**config.mk**
```make
export PLATFORM = sky130hd
export DESIGN_NAME = periph_irq_flags
export DESIGN_NICKNAME = d
export VERILOG_FILES = /design/src/logic/periph_irq_pkg.sv /design/src/logic/periph_irq_flags.sv
export SDC_FILE = /design/constraint.sdc
export NUM_CORES = 1
export LEC_CHECK = 0
export ABC_AREA = 1
export BUFFER_PORTS_ARGS = -buffer_cell sky130_fd_sc_hd__buf_2
export CAP_MARGIN = 40
export CORE_MARGIN = 5
export CORE_UTILIZATION = 52
export CTS_CLUSTER_SIZE = 12
export DETAILED_ROUTE_END_ITERATION = 7
export GPL_TIMING_DRIVEN = 0
export PLACE_DENSITY = 0.91
export SYNTH_ARGS = -nofsm -noshare
export SYNTH_HDL_FRONTEND = slang
export SYNTH_SLANG_ARGS = --single-unit
```
**constraint.sdc**
```tcl
create_clock -name ref_clk_i -period 3.8 [get_ports ref_clk_i]
set_clock_uncertainty 0.1 [all_clocks]
set_input_delay 0.38 -clock ref_clk_i [delete_from_list [all_inputs] [get_ports ref_clk_i]]
set_output_delay 0.38 -clock ref_clk_i [all_outputs]
set_load 0.05 [all_outputs]
```
**src/logic/periph_irq_pkg.sv**
```systemverilog
// Package with register map, field positions and bus types of the block.
package periph_irq_pkg;

  localparam int unsigned DATA_W = 32;
  localparam int unsigned REG_W = 8;
  localparam int unsigned ADDR_W = 8;

  // Byte addresses of the registers on the bus.
  localparam logic [ADDR_W-1:0] OFS_CORE_CTRL = 8'h00;
  localparam logic [ADDR_W-1:0] OFS_ENABLE_ONE = 8'h04;
  localparam logic [ADDR_W-1:0] OFS_ENABLE_TWO = 8'h08;
  localparam logic [ADDR_W-1:0] OFS_PWM_ENABLE = 8'h0C;
  localparam logic [ADDR_W-1:0] OFS_REQUEST_ONE = 8'h10;
  localparam logic [ADDR_W-1:0] OFS_REQUEST_TWO = 8'h14;
  localparam logic [ADDR_W-1:0] OFS_PWM_REQUEST = 8'h18;
  localparam logic [ADDR_W-1:0] OFS_EVT_STATUS = 8'h1C;
  localparam logic [ADDR_W-1:0] OFS_EVT_MASK = 8'h20;

  // Implemented-bit masks; every other position reads zero.
  localparam logic [REG_W-1:0] MASK_CORE_CTRL = 8'hC0;
  localparam logic [REG_W-1:0] MASK_ONE = 8'hF3;
  localparam logic [REG_W-1:0] MASK_TWO = 8'h20;
  localparam logic [REG_W-1:0] MASK_PWM = 8'h70;
  localparam logic [REG_W-1:0] REG_RESET = 8'h00;

  // Field positions.
  localparam int unsigned BIT_GLOBAL_EN = 7;
  localparam int unsigned BIT_PERIPH_EN = 6;
  localparam int unsigned BIT_T1_GATE = 7;
  localparam int unsigned BIT_CONV_DONE = 6;
  localparam int unsigned BIT_SER_RX = 5;
  localparam int unsigned BIT_SER_TX = 4;
  localparam int unsigned BIT_T2_MATCH = 1;
  localparam int unsigned BIT_T1_OVF = 0;
  localparam int unsigned BIT_COMPARATOR = 5;
  localparam int unsigned BIT_CHAN3 = 6;
  localparam int unsigned BIT_CHAN2 = 5;
  localparam int unsigned BIT_CHAN1 = 4;

  // Event status bits: 0 request raised, 1 request dropped, 2 bus error.
  localparam int unsigned EVT_W = 3;
  localparam int unsigned EVT_RISE = 0;
  localparam int unsigned EVT_FALL = 1;
  localparam int unsigned EVT_ERR = 2;

  // Condition pulses from the peripherals, one cycle each.
  typedef struct packed {
    logic timer_one_gate;
    logic converter_done;
    logic serial_rx;
    logic serial_tx;
    logic timer_two_match;
    logic timer_one_overflow;
    logic comparator;
  } periph_cond_t;

  // Pending levels of the three wave channels, kept inside each channel.
  typedef struct packed {
    logic chan3;
    logic chan2;
    logic chan1;
  } wave_flags_t;

  typedef struct packed {
    logic psel;
    logic penable;
    logic pwrite;
    logic [ADDR_W-1:0] paddr;
    logic [DATA_W-1:0] pwdata;
  } apb_req_t;

  typedef struct packed {
    logic pready;
    logic pslverr;
    logic [DATA_W-1:0] prdata;
  } apb_rsp_t;

endpackage : periph_irq_pkg

```
**src/logic/periph_irq_flags.sv**
```systemverilog
// Peripheral interrupt enable and request registers with APB access.
//
// Function
// - The wave enable register holds channel 3, 2 and 1 enables at 6, 5, 4.
// - Unimplemented bits of all these registers read zero and ignore writes.
// - Request register one holds read/write pending flags at 7,6,5,4,1,0.
// - Request register two holds one read/write comparator flag at bit 5.
// - A flag sets on its condition regardless of any enable.
// - Wave request bits mirror the channels' flags and ignore writes.
// - No source reaches core_irq_o unless the peripheral enable is set; periph_req_o ignores it.
// - Every implemented bit resets to zero on any reset.
// - Control bit 7 is the global enable that gates the core interrupt request.
// - Control bit 6 is the peripheral enable for all peripheral sources.
// - Enable register one mirrors request register one bit for bit.
// - Enable register two holds the comparator enable at bit 5.
`timescale 1ns/1ps

module periph_irq_flags
  import periph_irq_pkg::*;
(
  // Clock and reset.
  input wire logic ref_clk_i,
  input wire logic rst_b_i,
  // APB slave.
  input wire periph_irq_pkg::apb_req_t apb_i,
  output periph_irq_pkg::apb_rsp_t apb_o,
  // Peripheral conditions and channel flag levels.
  input wire periph_irq_pkg::periph_cond_t cond_i,
  input wire periph_irq_pkg::wave_flags_t wave_flags_i,
  // Requests towards the core.
  output logic periph_req_o,
  output logic core_irq_o,
  output logic evt_irq_o
);
  import periph_irq_pkg::*;

  logic [REG_W-1:0] core_irq_control, next_core_irq_control;
  logic [REG_W-1:0] periph_irq_enable_one, next_periph_irq_enable_one;
  logic [REG_W-1:0] periph_irq_enable_two, next_periph_irq_enable_two;
  logic [REG_W-1:0] pwm_irq_enable, next_pwm_irq_enable;
  logic [REG_W-1:0] periph_irq_request_one, next_periph_irq_request_one;
  logic [REG_W-1:0] periph_irq_request_two, next_periph_irq_request_two;
  logic [REG_W-1:0] pwm_irq_request, next_pwm_irq_request;
  logic [EVT_W-1:0] evt_status, next_evt_status;
  logic [EVT_W-1:0] evt_mask, next_evt_mask;
  apb_rsp_t rsp, next_rsp;
  logic periph_req, next_periph_req;
  logic core_irq, next_core_irq;
  logic evt_irq, next_evt_irq;

  logic access, wr, rd, hit;
  logic [REG_W-1:0] wdat;
  logic [REG_W-1:0] set_one, set_two, set_pwm;
  logic [REG_W-1:0] rdat;
  logic any_pending;

  // Single-cycle access phase: pready rises with the first penable cycle.
  assign access = apb_i.psel && apb_i.penable;
  assign wr = access && apb_i.pwrite;
  assign rd = access && !apb_i.pwrite;
  assign wdat = apb_i.pwdata[REG_W-1:0];

  always_comb begin
    set_one = REG_RESET;
    set_one[BIT_T1_GATE] = cond_i.timer_one_gate;
    set_one[BIT_CONV_DONE] = cond_i.converter_done;
    set_one[BIT_SER_RX] = cond_i.serial_rx;
    set_one[BIT_SER_TX] = cond_i.serial_tx;
    set_one[BIT_T2_MATCH] = cond_i.timer_two_match;
    set_one[BIT_T1_OVF] = cond_i.timer_one_overflow;
    set_two = REG_RESET;
    set_two[BIT_COMPARATOR] = cond_i.comparator;
    set_pwm = REG_RESET;
    set_pwm[BIT_CHAN3] = wave_flags_i.chan3;
    set_pwm[BIT_CHAN2] = wave_flags_i.chan2;
    set_pwm[BIT_CHAN1] = wave_flags_i.chan1;
  end

  always_comb begin
    hit = 1'b1;
    case (apb_i.paddr)
      OFS_CORE_CTRL: rdat = core_irq_control;
      OFS_ENABLE_ONE: rdat = periph_irq_enable_one;
      OFS_ENABLE_TWO: rdat = periph_irq_enable_two;
      OFS_PWM_ENABLE: rdat = pwm_irq_enable;
      OFS_REQUEST_ONE: rdat = periph_irq_request_one;
      OFS_REQUEST_TWO: rdat = periph_irq_request_two;
      OFS_PWM_REQUEST: rdat = pwm_irq_request;
      OFS_EVT_STATUS: rdat = {{(REG_W-EVT_W){1'b0}}, evt_status};
      OFS_EVT_MASK: rdat = {{(REG_W-EVT_W){1'b0}}, evt_mask};
      default: begin
        rdat = REG_RESET;
        hit = 1'b0;
      end
    endcase
  end

  // Register writes and flag updates.
  always_comb begin
    next_core_irq_control = core_irq_control;
    next_periph_irq_enable_one = periph_irq_enable_one;
    next_periph_irq_enable_two = periph_irq_enable_two;
    next_pwm_irq_enable = pwm_irq_enable;
    next_periph_irq_request_one = periph_irq_request_one;
    next_periph_irq_request_two = periph_irq_request_two;
    next_evt_mask = evt_mask;
    if (wr && hit) begin
      case (apb_i.paddr)
        OFS_CORE_CTRL: next_core_irq_control = wdat & MASK_CORE_CTRL;
        OFS_ENABLE_ONE:
          next_periph_irq_enable_one = wdat & MASK_ONE;
        OFS_ENABLE_TWO:
          next_periph_irq_enable_two = wdat & MASK_TWO;
        OFS_PWM_ENABLE: next_pwm_irq_enable = wdat & MASK_PWM;
        OFS_REQUEST_ONE:
          next_periph_irq_request_one = wdat & MASK_ONE;
        OFS_REQUEST_TWO:
          next_periph_irq_request_two = wdat & MASK_TWO;
        OFS_EVT_MASK: next_evt_mask = wdat[EVT_W-1:0];
        default: next_evt_mask = evt_mask;
      endcase
    end
    // A condition in the same cycle as a software clear still sets the flag.
    next_periph_irq_request_one =
      next_periph_irq_request_one | (set_one & MASK_ONE);
    next_periph_irq_request_two =
      next_periph_irq_request_two | (set_two & MASK_TWO);
    // Wave bits only follow the channels; bus writes never reach them.
    next_pwm_irq_request = set_pwm & MASK_PWM;
  end

  // Combined request and its gating.
  always_comb begin
    any_pending = |(periph_irq_request_one & periph_irq_enable_one)
      | |(periph_irq_request_two & periph_irq_enable_two)
      | |(pwm_irq_request & pwm_irq_enable);
    next_periph_req = any_pending;
    next_core_irq = any_pending
      && core_irq_control[BIT_PERIPH_EN]
      && core_irq_control[BIT_GLOBAL_EN];
  end

  // Event status, write-one-to-clear with set winning over clear.
  always_comb begin
    next_evt_status = evt_status;
    if (wr && apb_i.paddr == OFS_EVT_STATUS) begin
      next_evt_status = evt_status & ~wdat[EVT_W-1:0];
    end
    if (next_core_irq && !core_irq) begin
      next_evt_status[EVT_RISE] = 1'b1;
    end
    if (!next_core_irq && core_irq) begin
      next_evt_status[EVT_FALL] = 1'b1;
    end
    if (access && !hit) begin
      next_evt_status[EVT_ERR] = 1'b1;
    end
    next_evt_irq = |(next_evt_status & next_evt_mask);
  end

  // Bus answer registered for the access cycle that follows setup.
  always_comb begin
    next_rsp = '0;
    if (apb_i.psel && !apb_i.penable) begin
      next_rsp.pready = 1'b1;
      next_rsp.pslverr = !hit;
      if (!apb_i.pwrite) begin
        next_rsp.prdata = {{(DATA_W-REG_W){1'b0}}, rdat};
      end
    end
  end

  always_ff @(posedge ref_clk_i or negedge rst_b_i) begin
    if (!rst_b_i) begin
      core_irq_control <= REG_RESET;
      periph_irq_enable_one <= REG_RESET;
      periph_irq_enable_two <= REG_RESET;
      pwm_irq_enable <= REG_RESET;
      periph_irq_request_one <= REG_RESET;
      periph_irq_request_two <= REG_RESET;
      pwm_irq_request <= REG_RESET;
      evt_status <= '0;
      evt_mask <= '0;
      rsp <= '0;
      periph_req <= 1'b0;
      core_irq <= 1'b0;
      evt_irq <= 1'b0;
    end else begin
      core_irq_control <= next_core_irq_control;
      periph_irq_enable_one <= next_periph_irq_enable_one;
      periph_irq_enable_two <= next_periph_irq_enable_two;
      pwm_irq_enable <= next_pwm_irq_enable;
      periph_irq_request_one <= next_periph_irq_request_one;
      periph_irq_request_two <= next_periph_irq_request_two;
      pwm_irq_request <= next_pwm_irq_request;
      evt_status <= next_evt_status;
      evt_mask <= next_evt_mask;
      rsp <= next_rsp;
      periph_req <= next_periph_req;
      core_irq <= next_core_irq;
      evt_irq <= next_evt_irq;
    end
  end

  assign apb_o = rsp;
  assign periph_req_o = periph_req;
  assign core_irq_o = core_irq;
  assign evt_irq_o = evt_irq;
endmodule : periph_irq_flags

```
Word level (Yosys, flattened, before mapping). Index checks and enable logic that the tools add are counted.

Bits in registers: 74. Bits in read-only memories: 0. Bits in latches: 0. Output and inout port bits: 37. RAM bits: 0. Input port bits: 55. Logic and storage cells: 71. Memories: 0.

Bitwise gates (word level): 10. Multipliers: 0. Div/mod/pow operators: 0. $lt $le $gt $ge: 0. Shift operators: 0. Multiplexer cells: 14. Reductions and logical operators: 24. Equality and inequality tests: 8. Add/sub/neg operators: 0.

Operators with widths (number): 8-bit one-hot mux with 9 select lines (1); 8-bit two-way mux (5); 34-bit two-way mux (1); 8-bit by 5-bit == test with 1-bit output, second input constant (4); 8-bit OR reduction (3); 8-bit by 4-bit == test with 1-bit output, second input constant (2); 1-bit logical AND (10); 3-bit two-way mux (3); 9-bit OR reduction (1); 8-bit by 6-bit AND with 8-bit output (1); 8-bit AND (1); 8-bit by 3-bit == test with 1-bit output, second input constant (1); 8-bit by 6-bit == test with 1-bit output, second input constant (1); 8-bit zero test (1); 8-bit by 6-bit bitwise OR with 8-bit output (1); 8-bit bitwise OR (1); 2-bit AND reduction (4); 7-bit AND (1); 3-bit AND (2); 1-bit zero test (4); 1-bit two-way mux (4); 3-bit inverter (1); 3-bit OR reduction (1); 1-bit bitwise OR (2).

Logic depth before layout (Yosys ltp). Gate-level depths: netlist of run 1.

Depth after elaboration: 11. Gate-level depth with buffers: 10. Depth with buffers taken out: 10.

Worst setup path before layout of run 1. No wires, ideal clock.

Path type: input to register. From: input port apb_i[39] (netlist bit). To: register evt_irq (netlist: evt_irq_o). Arrival: 1.294 ns. Data required time: 3.576 ns. Stages on the path: 9. Setup time: 0.124 ns. Path buffers: 1. Path slack: 2.282 ns. Path through: nor2_2 nand2_2 nor2_1 nor2_1 nand3_2 buf_6 nand3_2 nand3_1 nand3_1.

Word-level cells in the longest chain between the ends: 8. Elaborated cells on any way between the ends: 23. Classes of those cells: eq/ne (8); mux (7); bitwise (1); reduce/logical (7).

RTL lines: start: declaration (RTL line periph_irq_flags.sv:25) `input wire periph_irq_pkg::apb_req_t apb_i,`; 8-bit by 5-bit == test with 1-bit output (tied with other cells) (RTL line periph_irq_flags.sv:81, periph_irq_flags.sv:146); 9-bit OR reduction (no source line); 1-bit two-way mux (RTL line periph_irq_flags.sv:81) `case (apb_i.paddr)`; 1-bit zero test (RTL line periph_irq_flags.sv:155) `if (access && !hit) begin`; 1-bit logical AND (RTL line periph_irq_flags.sv:155); 1-bit two-way mux (RTL line periph_irq_flags.sv:155); 3-bit AND * (RTL line periph_irq_flags.sv:158) `next_evt_irq = |(next_evt_status & next_evt_mask);`; 3-bit OR reduction * (RTL line periph_irq_flags.sv:158); net next_evt_irq (RTL line periph_irq_flags.sv:49) `logic evt_irq, next_evt_irq;`; end signal: assignment (RTL line periph_irq_flags.sv:201) `evt_irq <= next_evt_irq;`; end: declaration (RTL line periph_irq_flags.sv:49).

Mark *: on every way through the listed nets, which the timed path passes. The rest lies on a longest branch. A chain may end at the register's enable or synchronous reset.

Final worst setup path of run 1.
From: input port apb_i[33] (netlist bit). To: register evt_irq (netlist: evt_irq_o).

Same word-level chain as after synthesis.

==> results of run 1 <==
[layout make-up]
class                           instances  area [um2]
Buffer                                 29         220
Sequential cell                        40        1000
Inverter                               34         128
Multi-Input combinational cell        203        1010
Clock buffer                            8        90.1
Timing Repair Buffer                   43         235
Tap cell                               52        65.1
Fill cell                             368        1550
[report_power, final]
group / switching, W / internal, W / total (W)
logic: 0.000102 / 0.0000423 / 0.000144
registers: 0.00000251 / 0.000430 / 0.000432
clock network: 0.000144 / 0.000148 / 0.000292
[worst register-to-register path, stage by stage (launching register included)]
cell	delay, ns
dfrtp_1	0.40
nand2_1	0.07
nand3_1	0.10
nor2_1	0.13
nand2_1	0.09
nand2_1	0.09
inv_1	0.06
nand2_1	0.06
nand2_1	0.06
nand3_1	0.08
nand3_1	0.08
[worst max path at each step]
stage / from / endpoint / depth (start not counted)
floorplan: apb_i[39] / evt_irq_o / 9
global placement: apb_i[33] / evt_irq_o / 10
detailed placement: apb_i[33] / evt_irq_o / 10
CTS: apb_i[33] / evt_irq_o / 10
global route: apb_i[33] / evt_irq_o / 10
finish: apb_i[33] / evt_irq_o / 10
[registers in the layout, summed over array words and instances (netlist names)]
name                    count
periph_irq_enable_two       1
evt_mask                    3
evt_status                  3
core_irq_control            2
periph_irq_request_two      1
periph_irq_enable_one       6
pwm_irq_request             3
evt_irq_o                   1
apb_o                       9
pwm_irq_enable              3
periph_req_o                1
core_irq_o                  1
periph_irq_request_one      6
[per-layer routing]
| metal | GRT usage [%] | part of all wire, % | vias up |
|---|---|---|---|
| li1 | - | - | 1003 |
| met1 | 24.2 | 42 | 914 |
| met2 | 30.8 | 47 | 109 |
| met3 | 5.56 | 9.4 | 14 |
| met4 | 8.57 | 2.0 | 0 |
| met5 | 0 | 0 | - |
[per-stage QoR]
step | cell area [um2] | total power (W)
global route | 2750 | 0.000901
finish | 2750 | 0.000868
floorplan | 2360 | 0.000544
CTS | 2750 | 0.000870
global placement | 2630 | 0.000578
detailed placement | 2650 | 0.000583
[cell families after synthesis]
kind of cell / synth area share [%]
buffers and inverters: 15.3
AO/OA/AOI/OAI: 8.66
other: 0.165
flip-flops: 44.1
multiplexers: 0.993
AND/OR/NAND/NOR: 30.7
[layout by cell type (no fill, tap or decap), drive strengths merged]
cell         synthesis  routed
nand2               73      73
dfrtp               40      40
inv                 34      34
o21ai               24      24
dlygate4sd3          0       1
o21bai               1       1
o21a                 1       1
o22ai                1       1
a221oi               2       2
a31oi                3       3
conb                 1      25
nand3b               7       7
nand3               20      20
a21oi                3       3
nor2                28      28
clkbuf               0       8
buf                 29      71
and2                 2       2
mux2                 2       2
nor3                 3       3
nand4                8       8
[repair_timing]
item,4_1_cts,5_1_grt
hold buffers,1,0
hold endpoints to repair,11,0
gates resized for setup,0,0
==> metrics.md, run 1 <==
| Metric | Value |
|---|---|
| Status | `completed` |
| VDD IR-drop max | `270 uV` |
| Reg-to-Reg Start | `pwm_irq_enable[6]` |
| #FFs+latches synth | `40` |
| Core ar. | `between 4000 and 5000 um2` |
| Flop2flop setup slack | `~2.4 ns` |
| Routability cong. | `0.877` |
| CTS sink cnt | `40` |
| Number of routed nets with antenna violations | `0` |
| Gr ovfl total | `0` |
| Via count | `between 2000 and 2500` |
| Max Buffers Root-to-Sink | `2` |
| Hold depth | `1` |
| Main flop type after synthesis | `dfrtp_1` |
| Dpl ws | `1.81 ns` |
| Setup bufs post-CTS | `0` |
| Cell family with most CP delay | `simple AND/OR/NAND/NOR gates` |
| # H-tree levels | `2` |
| Hold WS | `roughly 0.089 ns` |
| Total Wirelength | `between 5000 and 6000 um` |
| Gr usage total | `approximately 19%` |
| Total CTS buffers | `5` |
| CTS clk-pin slew, worst paths | `about 0.070 ns` |
| RSZ-0062 raised after global routing | `false` |
| First-pass GRT wire length | `9350 um` |
| Fin crit period | `1.68 ns` |
| P_leak | `around 1.4 nW` |
| Pre-antenna DRT Iters | `4` |
| Slowest cell on the critical path | `nor2_1` |
| R2R cell count | `10` |
| Root buf cell | `clkbuf_8` |
| Top-count cell post-synth | `nand2_1` |
| Final Hold Fails | `0` |
| Nets@finish | `approximately 410` |
| Setup WS post-layout | `2.12 ns` |
| Row count | `24` |
| Data required, critical path | `just under 4 ns` |
| Buf/Inv on CP | `2` |
| Worst Path Arrival | `approximately 1.8 ns` |
| EDFF count, synth | `0` |
| Max Freq | `slightly below 0.6 GHz` |
| Clk_lat worst skew | `just under 0.3 ns` |
| Avg Inst Size Synth | `approximately 8.0 um2` |
| # diodes | `0` |
| Synthesized area | `2270 um2` |
| Max-cap violation count | `0` |
| Chip height | `76.1 um` |
| Area Overhead vs Synth | `21.2%` |
| Layout cells sized above 1 | `~30%` |
| I/O Buffers | `between 40 and 50` |
| DRC violations left | `0` |
| Number of global-route vias before repair | `roughly 2100` |
| Yosys Warn Count | `0` |
| Layout Utilization | `64.0%` |
| DIE AREA | `a little under 6000 um2` |
| Layout Cells excl Fill | `409` |
| Final Cycle Share | `approximately 44%` |
| Synthesized instance count | `approximately 280` |
| Post-synth ARST share | `100%` |
| Cell taking the most area after synthesis | `dfrtp_1` |
| Cell Chain, Critical Path | `buf_2 > nor2_4 > nand2_1 > nor2_1 > nor2_1 > nand3_2 > buf_6 > nand3_2 > nand3_1 > nand3_1` |
| Hold WC Path Type | `input pin to register` |
| CP Launch Type | `input pin` |
| Initial DRC Count | `approximately 210` |
| Post-synth top area share | `between 40% and 50%` |
| Hold_sp | `wave_flags_i[1]` |
| Wirelength per Cell | `13.4 um` |
| Worst hold endpoint | `pwm_irq_request[5]` |
| Reg-to-Reg End | `evt_irq_o` |
| Final setup violation count | `0` |
| CP max stage delay | `0.31 ns` |
| Setup TNS | `0 ns` |
| Initial antenna violation count | `0` |
| Largest net degree at the start of global routing | `30` |
| Synth top cells by count | `nand2_1 (68), dfrtp_1 (40), inv_1 (29)` |
| Post-synthesis sequential area ratio | `44.1%` |
| Placed cells | `400` |
| WS Path Type | `input pin to register` |
| Crit Path Max Fanout | `10` |
| Top Ports | `92` |
| Worst setup EP type | `register` |
| PD cells | `between 300 and 400 nW/um2` |
| Post-DP HPWL | `between 4000 and 5000 um` |
| Slew Viols, Final | `0` |
| Initial Utilization | `between 50% and 60%` |
| Die width | `around 76 um` |
| Vias/cell | `roughly 5` |
| Distinct cells, synth | `28` |
| Area contributors post-synth | `dfrtp_1 (44%), nand2_1 (11%), buf_4 (8.3%), inv_1 (4.8%), o21ai_0 (4.0%)` |
| CTS tree | `yes` |
No activity file was read; power rests on OpenSTA's default activity.
==> run 2, diff against run 1 <==
--- a/config.mk
+++ b/config.mk
@@ -5,15 +5,15 @@
 export SDC_FILE = /design/constraint.sdc
 export NUM_CORES = 1
 export LEC_CHECK = 0
-export ABC_AREA = 1
+export ABC_AREA = 0
 export BUFFER_PORTS_ARGS = -buffer_cell sky130_fd_sc_hd__buf_2
 export CAP_MARGIN = 40
 export CORE_MARGIN = 5
-export CORE_UTILIZATION = 52
+export CORE_UTILIZATION = 47
 export CTS_CLUSTER_SIZE = 12
 export DETAILED_ROUTE_END_ITERATION = 7
 export GPL_TIMING_DRIVEN = 0
-export PLACE_DENSITY = 0.91
+export PLACE_DENSITY = 0.86
 export SYNTH_ARGS = -nofsm -noshare
 export SYNTH_HDL_FRONTEND = slang
 export SYNTH_SLANG_ARGS = --single-unit
==> constraint.sdc (replaced) <==
create_clock -name ref_clk_i -period 1.6 [get_ports ref_clk_i]
set_clock_uncertainty 0.1 [all_clocks]
set_input_delay 0.16 -clock ref_clk_i [delete_from_list [all_inputs] [get_ports ref_clk_i]]
set_output_delay 0.16 -clock ref_clk_i [all_outputs]
set_load 0.05 [all_outputs]
==> run 2 against run 1 <==
The flow now finishes with violations (negative setup slack). Clock-buffer cell count decreased by 2. Global-route usage down 1.8 points. Total power up 130%. Sequential power rose by 140%. Design area grew 1.9%. Die area is 1.3% higher. Critical endpoint unchanged.
==> metrics.md, run 2 <==
| Metric | Value |
|---|---|
| WS Path Type | `register to register` |
| Synthesized area | `2080 um2 (-8.3%)` |
| Switching part of the total | `28.9% (+0.34 points)` |
| Largest register FFs | `9 (unchanged)` |
| Hold WC Path Type | `input pin to register` |
| Number of routed nets with antenna violations | `0 (unchanged)` |
| Root buf cell | `clkbuf_8` |
| Final Hold Fails | `0 (unchanged)` |
| Initial antenna violation count | `0 (unchanged)` |
| Worst Path Arrival | `1.73 ns (-0.02 ns)` |
| Buf/Inv on CP | `0 (-2)` |
| Largest net degree at the start of global routing | `25 (-17%)` |
| Main flop type after synthesis | `dfrtp_1` |
| Initial Utilization | `48.1% (-4.7 points)` |
| Top-count cell post-synth | `dfrtp_1` |
| Clk network pwr share | `31.0% (-2.6 points)` |
| CTS tree | `yes` |
| Final Cycle Share | `103%` |
| Max Freq | `0.604 GHz` |
| # H-tree levels | `2 (unchanged)` |
| CP max stage delay | `0.40 ns (+0.09 ns)` |
| Setup WS post-layout | `-0.0547 ns (-2.18 ns)` |
| Synth top cells by count | `dfrtp_1 (40), buf_4 (25), a22oi_1 (9)` |
| Gr ovfl total | `0 (unchanged)` |
| Post-synth ARST share | `100% (unchanged)` |
| Area Overhead vs Synth | `34.6%` |
| #FFs+latches synth | `40 (unchanged)` |
| Cell family with most CP delay | `compound AO/OA/AOI/OAI gates` |
| Layout cells sized above 1 | `41.6% (+12 points)` |
| Nets@finish | `329 (-20%)` |
| Tot Pwr | `0.00204 W (+130%)` |
| Number of global-route vias before repair | `1661 (-21%)` |
| Failing checks | `negative setup slack` |
| Layout Utilization | `64.8% (+0.77 points)` |
| Comb pwr share | `18.5% (+1.9 points)` |
| Synthesized instance count | `178 (-37%)` |
| Row count | `24 (unchanged)` |
| Top Ports | `92 (unchanged)` |
| PD cells | `728 nW/um2 (+130%)` |
| First-pass GRT wire length | `8340 um (-11%)` |
| Die width | `76.5 um (+0.64%)` |
| DIE AREA | `5860 um2 (+1.3%)` |
| RSZ-0062 raised after global routing | `true` |
| Total CTS buffers | `5 (unchanged)` |
| Cell taking the most area after synthesis | `dfrtp_1` |
| Worst setup EP type | `register` |
| Distinct cells, synth | `47 (+68%)` |
| Gr usage total | `17.5% (-1.8 points)` |
| CTS sink cnt | `40 (unchanged)` |
| Power Internal | `0.00145 W (+130%)` |
| Area contributors post-synth | `dfrtp_1 (48%), buf_4 (9.0%), mux2_4 (5.1%), a22oi_1 (3.2%), mux2_2 (3.2%)` |
| Routability cong. | `0.854 (-2.6%)` |
| Avg Inst Size Synth | `11.7 um2 (+45%)` |
| Vias/cell | `5.17 (+3.6%)` |
| I/O Buffers | `40 (-2.4%)` |
| Core ar. | `4320 um2 (+0.70%)` |
| Commonest cells after routing, fill and taps aside | `buf_2 (41), dfrtp_1 (40), buf_4 (38), conb_1 (25), dlygate4sd3_1 (12)` |
| P_sw | `0.000590 W (+140%)` |
| Hold WS | `0.0100 ns (-0.0791 ns)` |
| Data required, critical path | `1.67 ns (-2.20 ns)` |
| Yosys Warn Count | `0 (unchanged)` |
| Slew Viols, Final | `0 (unchanged)` |
| Sequential Power Share | `50.5% (+0.7 points)` |
| Total Wirelength | `4930 um (-10%)` |
| DRC violations left | `0 (unchanged)` |
| Wirelength per Cell | `15.1 um (+13%)` |
| Max Buffers Root-to-Sink | `2 (unchanged)` |
| Clk_lat worst skew | `0.29 ns (about the same)` |
| Final setup violation count | `1 (+1)` |
| Cell Chain, Critical Path | `a22oi_1 > nand3_1 > o311ai_4 > o2bb2ai_2 > a221o_1` |
| CTS clk-pin slew, worst paths | `0.07 ns (about the same)` |
| Via count | `1685 (-17%)` |
| Commonest non-fill, non-tap cell in the layout | `buf_2` |
| VDD IR-drop max | `373 uV (+38%)` |
| Crit Path Max Fanout | `3 (-7)` |
| Post-DP HPWL | `3710 um (-11%)` |
| Fin crit period | `~1.7 ns` |
| Slowest cell on the critical path | `dfrtp_1` |
| CP Launch Type | `register` |
| Chip height | `76.5 um (+0.64%)` |
| Initial DRC Count | `123 (-41%)` |
| Post-synthesis sequential area ratio | `48.1% (+4.0 points)` |
| # diodes | `0 (unchanged)` |
| EDFF count, synth | `0 (unchanged)` |
| Dpl ws | `-0.388 ns (-2.20 ns)` |
| Status | `finished, violations left` |
| Max-cap violation count | `0 (unchanged)` |
| P_leak | `1.36 nW (-4.9%)` |
| Pre-antenna DRT Iters | `4 (unchanged)` |
| Post-synth top area share | `48.1% (+4.0 points)` |
==> run 2: changes by cell type after synthesis, sizes merged, moves of 5 or more <==
cell,before,now
inv,34,2
nand3b,7,2
nor2,28,10
nor2b,0,7
mux2,2,18
a211o,0,6
a22oi,0,9
nand2,73,8
o21ai,24,1
nand3,20,6
==> run 2: area by class of cell <==
| cell class | instances | area (um2) |
|---|---|---|
| clock buffer | 6 | 72.6 |
| tap | 52 | 65.1 |
| inverter | 2 | 7.51 |
| buffer | 29 | 215 |
| fill | 345 | 1520 |
| sequential | 40 | 1000 |
| multi-input combinational | 131 | 997 |
| clock inverter | 1 | 5.00 |
| timing repair buffer | 65 | 438 |
==> run 2: kinds of logic (layout without fill, tap and decap cells) <==
logic type / count (synthesis) / count (layout) / synth area share, %
AND/OR/NAND/NOR: 54 / 54 / 17.2
flip-flops: 40 / 40 / 48.1
AO/OA/AOI/OAI: 33 / 33 / 12.4
buffers and inverters: 31 / 103 / 10.6
multiplexers: 19 / 19 / 11.5
other: 1 / 25 / 0.180
==> run 2: repair_timing <==
| action | in CTS | in global routing |
|---|---|---|
| pin swaps | 4 | 4 |
| buffers inserted | 6 | 6 |
| hold endpoints to repair | 27 | 0 |
| endpoints found under the setup margin | 10 | 9 |
| hold buffers | 12 | 0 |
| resized for setup | 3 | 2 |
==> run 2: layer usage <==
layer	part of all wire [%]	global-route usage (%)
met4	1.7	6.82
met1	43	22.5
met5	0	0
met3	8.2	6.50
met2	47	26.5
==> run 2: stage by stage <==
stage	instance area [um2]	TNS (ns)	cells
floorplan	2190	-0.000190	202
global placement	2450	-5.84	294
detailed placement	2480	-6.55	295
CTS	2750	-0.0910	320
global route	2800	-0.135	326
finish	2800	-0.0547	326
==> run 2: final timing paths <==
path,cells after the start,startpoint,slack [ns],to
worst max-delay path,5,periph_irq_enable_one[6],-0.05,evt_irq_o
worst min-delay path,2,apb_i[4],0.01,periph_irq_request_one[4]
worst max register to register,5,periph_irq_enable_one[6],-0.05,evt_irq_o
worst min register to register,1,evt_mask[2],0.43,evt_mask[2]
max in group asynchronous,3,rst_b_i,0.71,evt_status[0]
min in group asynchronous,2,rst_b_i,0.24,apb_o[5]
==> run 2: worst register-to-register path: stages (launching register included) <==
cell	delay [ns]
dfrtp_1	0.40
a22oi_1	0.19
nand3_1	0.16
o311ai_4	0.30
o2bb2ai_2	0.09
a221o_1	0.30
==> run 2: power by group through the flow <==
stage	combinational [W]	sequential, W	clock (W)
floorplan	0.000222	0.00107	0
global placement	0.000330	0.00105	0
detailed placement	0.000341	0.00105	0
CTS	0.000372	0.00103	0.000640
global route	0.000403	0.00103	0.000691
finish	0.000377	0.00103	0.000632
==> run 3, diff against run 2 <==
--- a/config.mk
+++ b/config.mk
@@ -13,6 +13,7 @@
 export CTS_CLUSTER_SIZE = 12
 export DETAILED_ROUTE_END_ITERATION = 7
 export GPL_TIMING_DRIVEN = 0
+export MAX_ROUTING_LAYER = met4
 export PLACE_DENSITY = 0.86
 export SYNTH_ARGS = -nofsm -noshare
 export SYNTH_HDL_FRONTEND = slang
==> run 3 against run 2 <==
Largest cell class is now multi-input combinational cells. Utilization down 0.41 points. The run still ends with negative setup slack left. First-iteration DRC count up 32%. Via count down 2.0%. Total power about the same. Non-clock buffer count down 4. Design area down 0.63%. Sequential share of layout area up 0.22 points. Clock-buffer cell count unchanged.
==> metrics.md, run 3 (synthesized netlist as in run 2, its figures left out) <==
| Metric | Value |
|---|---|
| Status | `finished, violations left` |
| Failing checks | `negative setup slack` |
| Register area | `1000 um2 (unchanged)` |
| Largest register FFs | `9 (unchanged)` |
| Critical path startpoint | `periph_irq_enable_one[7]` |
| Max-cap violation count | `0 (unchanged)` |
| Fin area | `2780 um2 (-0.63%)` |
| Nets@finish | `325 (-1.2%)` |
| Final Hold Fails | `0 (unchanged)` |
| Wirelength per Cell | `15.1 um (-0.44%)` |
| Hold WS | `0.00898 ns (-0.00102 ns)` |
| DIE AREA | `5860 um2 (unchanged)` |
| Slew HR | `63.2%` |
| Gr ovfl total | `0 (unchanged)` |
| Hold_sp | `apb_i[4]` |
| Filler cells | `341 (-1.2%)` |
| RSZ-0062 raised after global routing | `true` |
| Flop2flop setup slack | `-0.11 ns (-0.05 ns)` |
| Dpl ws | `-0.423 ns (-0.0345 ns)` |
| Area of placed instances | `2480 um2 (unchanged)` |
| Hold WC Path Type | `input pin to register` |
| Root buf cell | `clkbuf_8` |
| Post-DP HPWL | `3560 um (-4.0%)` |
| VDD IR-drop max | `446 uV (+19%)` |
| Commonest cells after routing, fill and taps aside | `dfrtp_1 (40), buf_2 (40), buf_4 (34), conb_1 (25), dlygate4sd3_1 (12)` |
| Die width | `76.5 um (unchanged)` |
| Setup TNS | `-0.107 ns (-0.0521 ns)` |
| Via count | `1651 (-2.0%)` |
| Largest net degree at the start of global routing | `22 (-12%)` |
| Vias/cell | `5.13 (-0.80%)` |
| Setup WS post-layout | `-0.107 ns (-0.0521 ns)` |
| Hold depth | `2 (unchanged)` |
| PD cells | `733 nW/um2 (+0.70%)` |
| Crit Path Max Fanout | `3 (unchanged)` |
| Final setup violation count | `1 (unchanged)` |
| P_leak | `1.35 nW (-0.77%)` |
| Slew Viols, Final | `0 (unchanged)` |
| Top Ports | `92 (unchanged)` |
| Worst hold endpoint | `periph_irq_request_one[4]` |
| Footprint of the multi-input gates | `1010 um2 (+1.0%)` |
| First-pass GRT wire length | `8230 um (-1.3%)` |
| Chip height | `76.5 um (unchanged)` |
| CTS sink cnt | `40 (unchanged)` |
| Total Wirelength | `4850 um (-1.7%)` |
| Area Overhead vs Synth | `33.8%` |
| R2R cell count | `6 (+1)` |
| Data required, critical path | `1.73 ns (+0.06 ns)` |
| Pre-antenna DRT Iters | `6 (+2)` |
| # diodes | `0 (unchanged)` |
| CTS tree | `yes` |
| Gr usage total | `17.7% (+0.20 points)` |
| Reg-to-Reg Start | `periph_irq_enable_one[7]` |
| WS Path Type | `register to register` |
| Layout Utilization | `64.4% (-0.41 points)` |
| Number of global-route vias before repair | `1702 (+2.5%)` |
| Reg-to-Reg End | `evt_irq_o` |
| Fin crit period | `1.71 ns (+0.0521 ns)` |
| Worst Path Arrival | `1.84 ns (+0.11 ns)` |
| Worst setup EP type | `register` |
| Routability cong. | `0.858 (+0.46%)` |
| Least-Margin Pin Slew | `about 0.55 ns` |
| Layout cells sized above 1 | `41.5% (-0.12 points)` |
| Max Buffers Root-to-Sink | `2 (unchanged)` |
| CP Launch Type | `register` |
| Number of routed nets with antenna violations | `0 (unchanged)` |
| Initial antenna violation count | `0 (unchanged)` |
| Total CTS buffers | `5 (unchanged)` |
| Clk_lat worst skew | `0.29 ns (about the same)` |
| Row count | `24 (unchanged)` |
| I/O Buffers | `40 (unchanged)` |
| DRC violations left | `0 (unchanged)` |
| Core ar. | `4320 um2 (unchanged)` |
| Final Cycle Share | `107% (+3.3 points)` |
| Initial DRC Count | `162 (+32%)` |
| CTS clk-pin slew, worst paths | `0.07 ns (about the same)` |
| Max Freq | `0.586 GHz (-3.1%)` |
| # H-tree levels | `2 (unchanged)` |
| Initial Utilization | `48.1% (unchanged)` |
[run 3: critical path, cell delays in order (launching register included)]
cell and delay (ns):
dfrtp_1 0.41, a22oi_2 0.20, nand3_2 0.12, o311ai_4 0.31, buf_4 0.17, a22o_1 0.17, a221o_1 0.15
[run 3: area by class of cell]
type / instances / share of cell area, %
buffer: 29 / 7.82
timing repair buffer: 61 / 14.7
multi-input combinational: 131 / 36.2
inverter: 2 / 0.270
sequential: 40 / 36.0
tap: 52 / 2.34
clock inverter: 1 / 0.180
clock buffer: 6 / 2.61
[run 3: how the worst max path moves through the flow]
stage	endpoint	slack (ns)	depth (start not counted)
6_report	evt_irq_o	-0.11	6
5_1_grt	evt_irq_o	-0.19	6
4_1_cts	evt_irq_o	-0.12	5
3_5_place_dp	periph_irq_enable_one[1]	-0.42	6
3_3_place_gp	periph_irq_enable_one[4]	-0.37	6
2_1_floorplan	evt_irq_o	-0.0002	5
[run 3: what timing repair did]
item | CTS | global route
endpoints found under the setup margin | 10 | 14
hold endpoints to repair | 31 | 0
hold buffers | 12 | 0
buffers inserted | 0 | 8
gates resized for setup | 2 | 6
pin swaps | 1 | 6
[run 3: stage by stage]
step / instances / power [W]
4_1_cts: 314 / 0.00204
3_5_place_dp: 295 / 0.00139
2_1_floorplan: 202 / 0.00129
3_3_place_gp: 294 / 0.00138
6_report: 322 / 0.00204
5_1_grt: 322 / 0.00212
[run 3: per-layer routing]
layer  wire [um]  track usage (%)  share of wire, %  vias up
met5           0                -                 0        -
met4          91             6.82               1.9        0
met1        2160             22.3                44      790
li1            -                -                 -      782
met2        2210             26.3                45       67
met3         397             5.79               8.2       12
[run 3: power by group]
part	switching, W	internal (W)	leakage [nW]
registers	0.00000726	0.00102	0.502
clock network	0.000336	0.000296	0.0410
logic	0.000248	0.000130	0.811
total	0.000591	0.00145	1.35
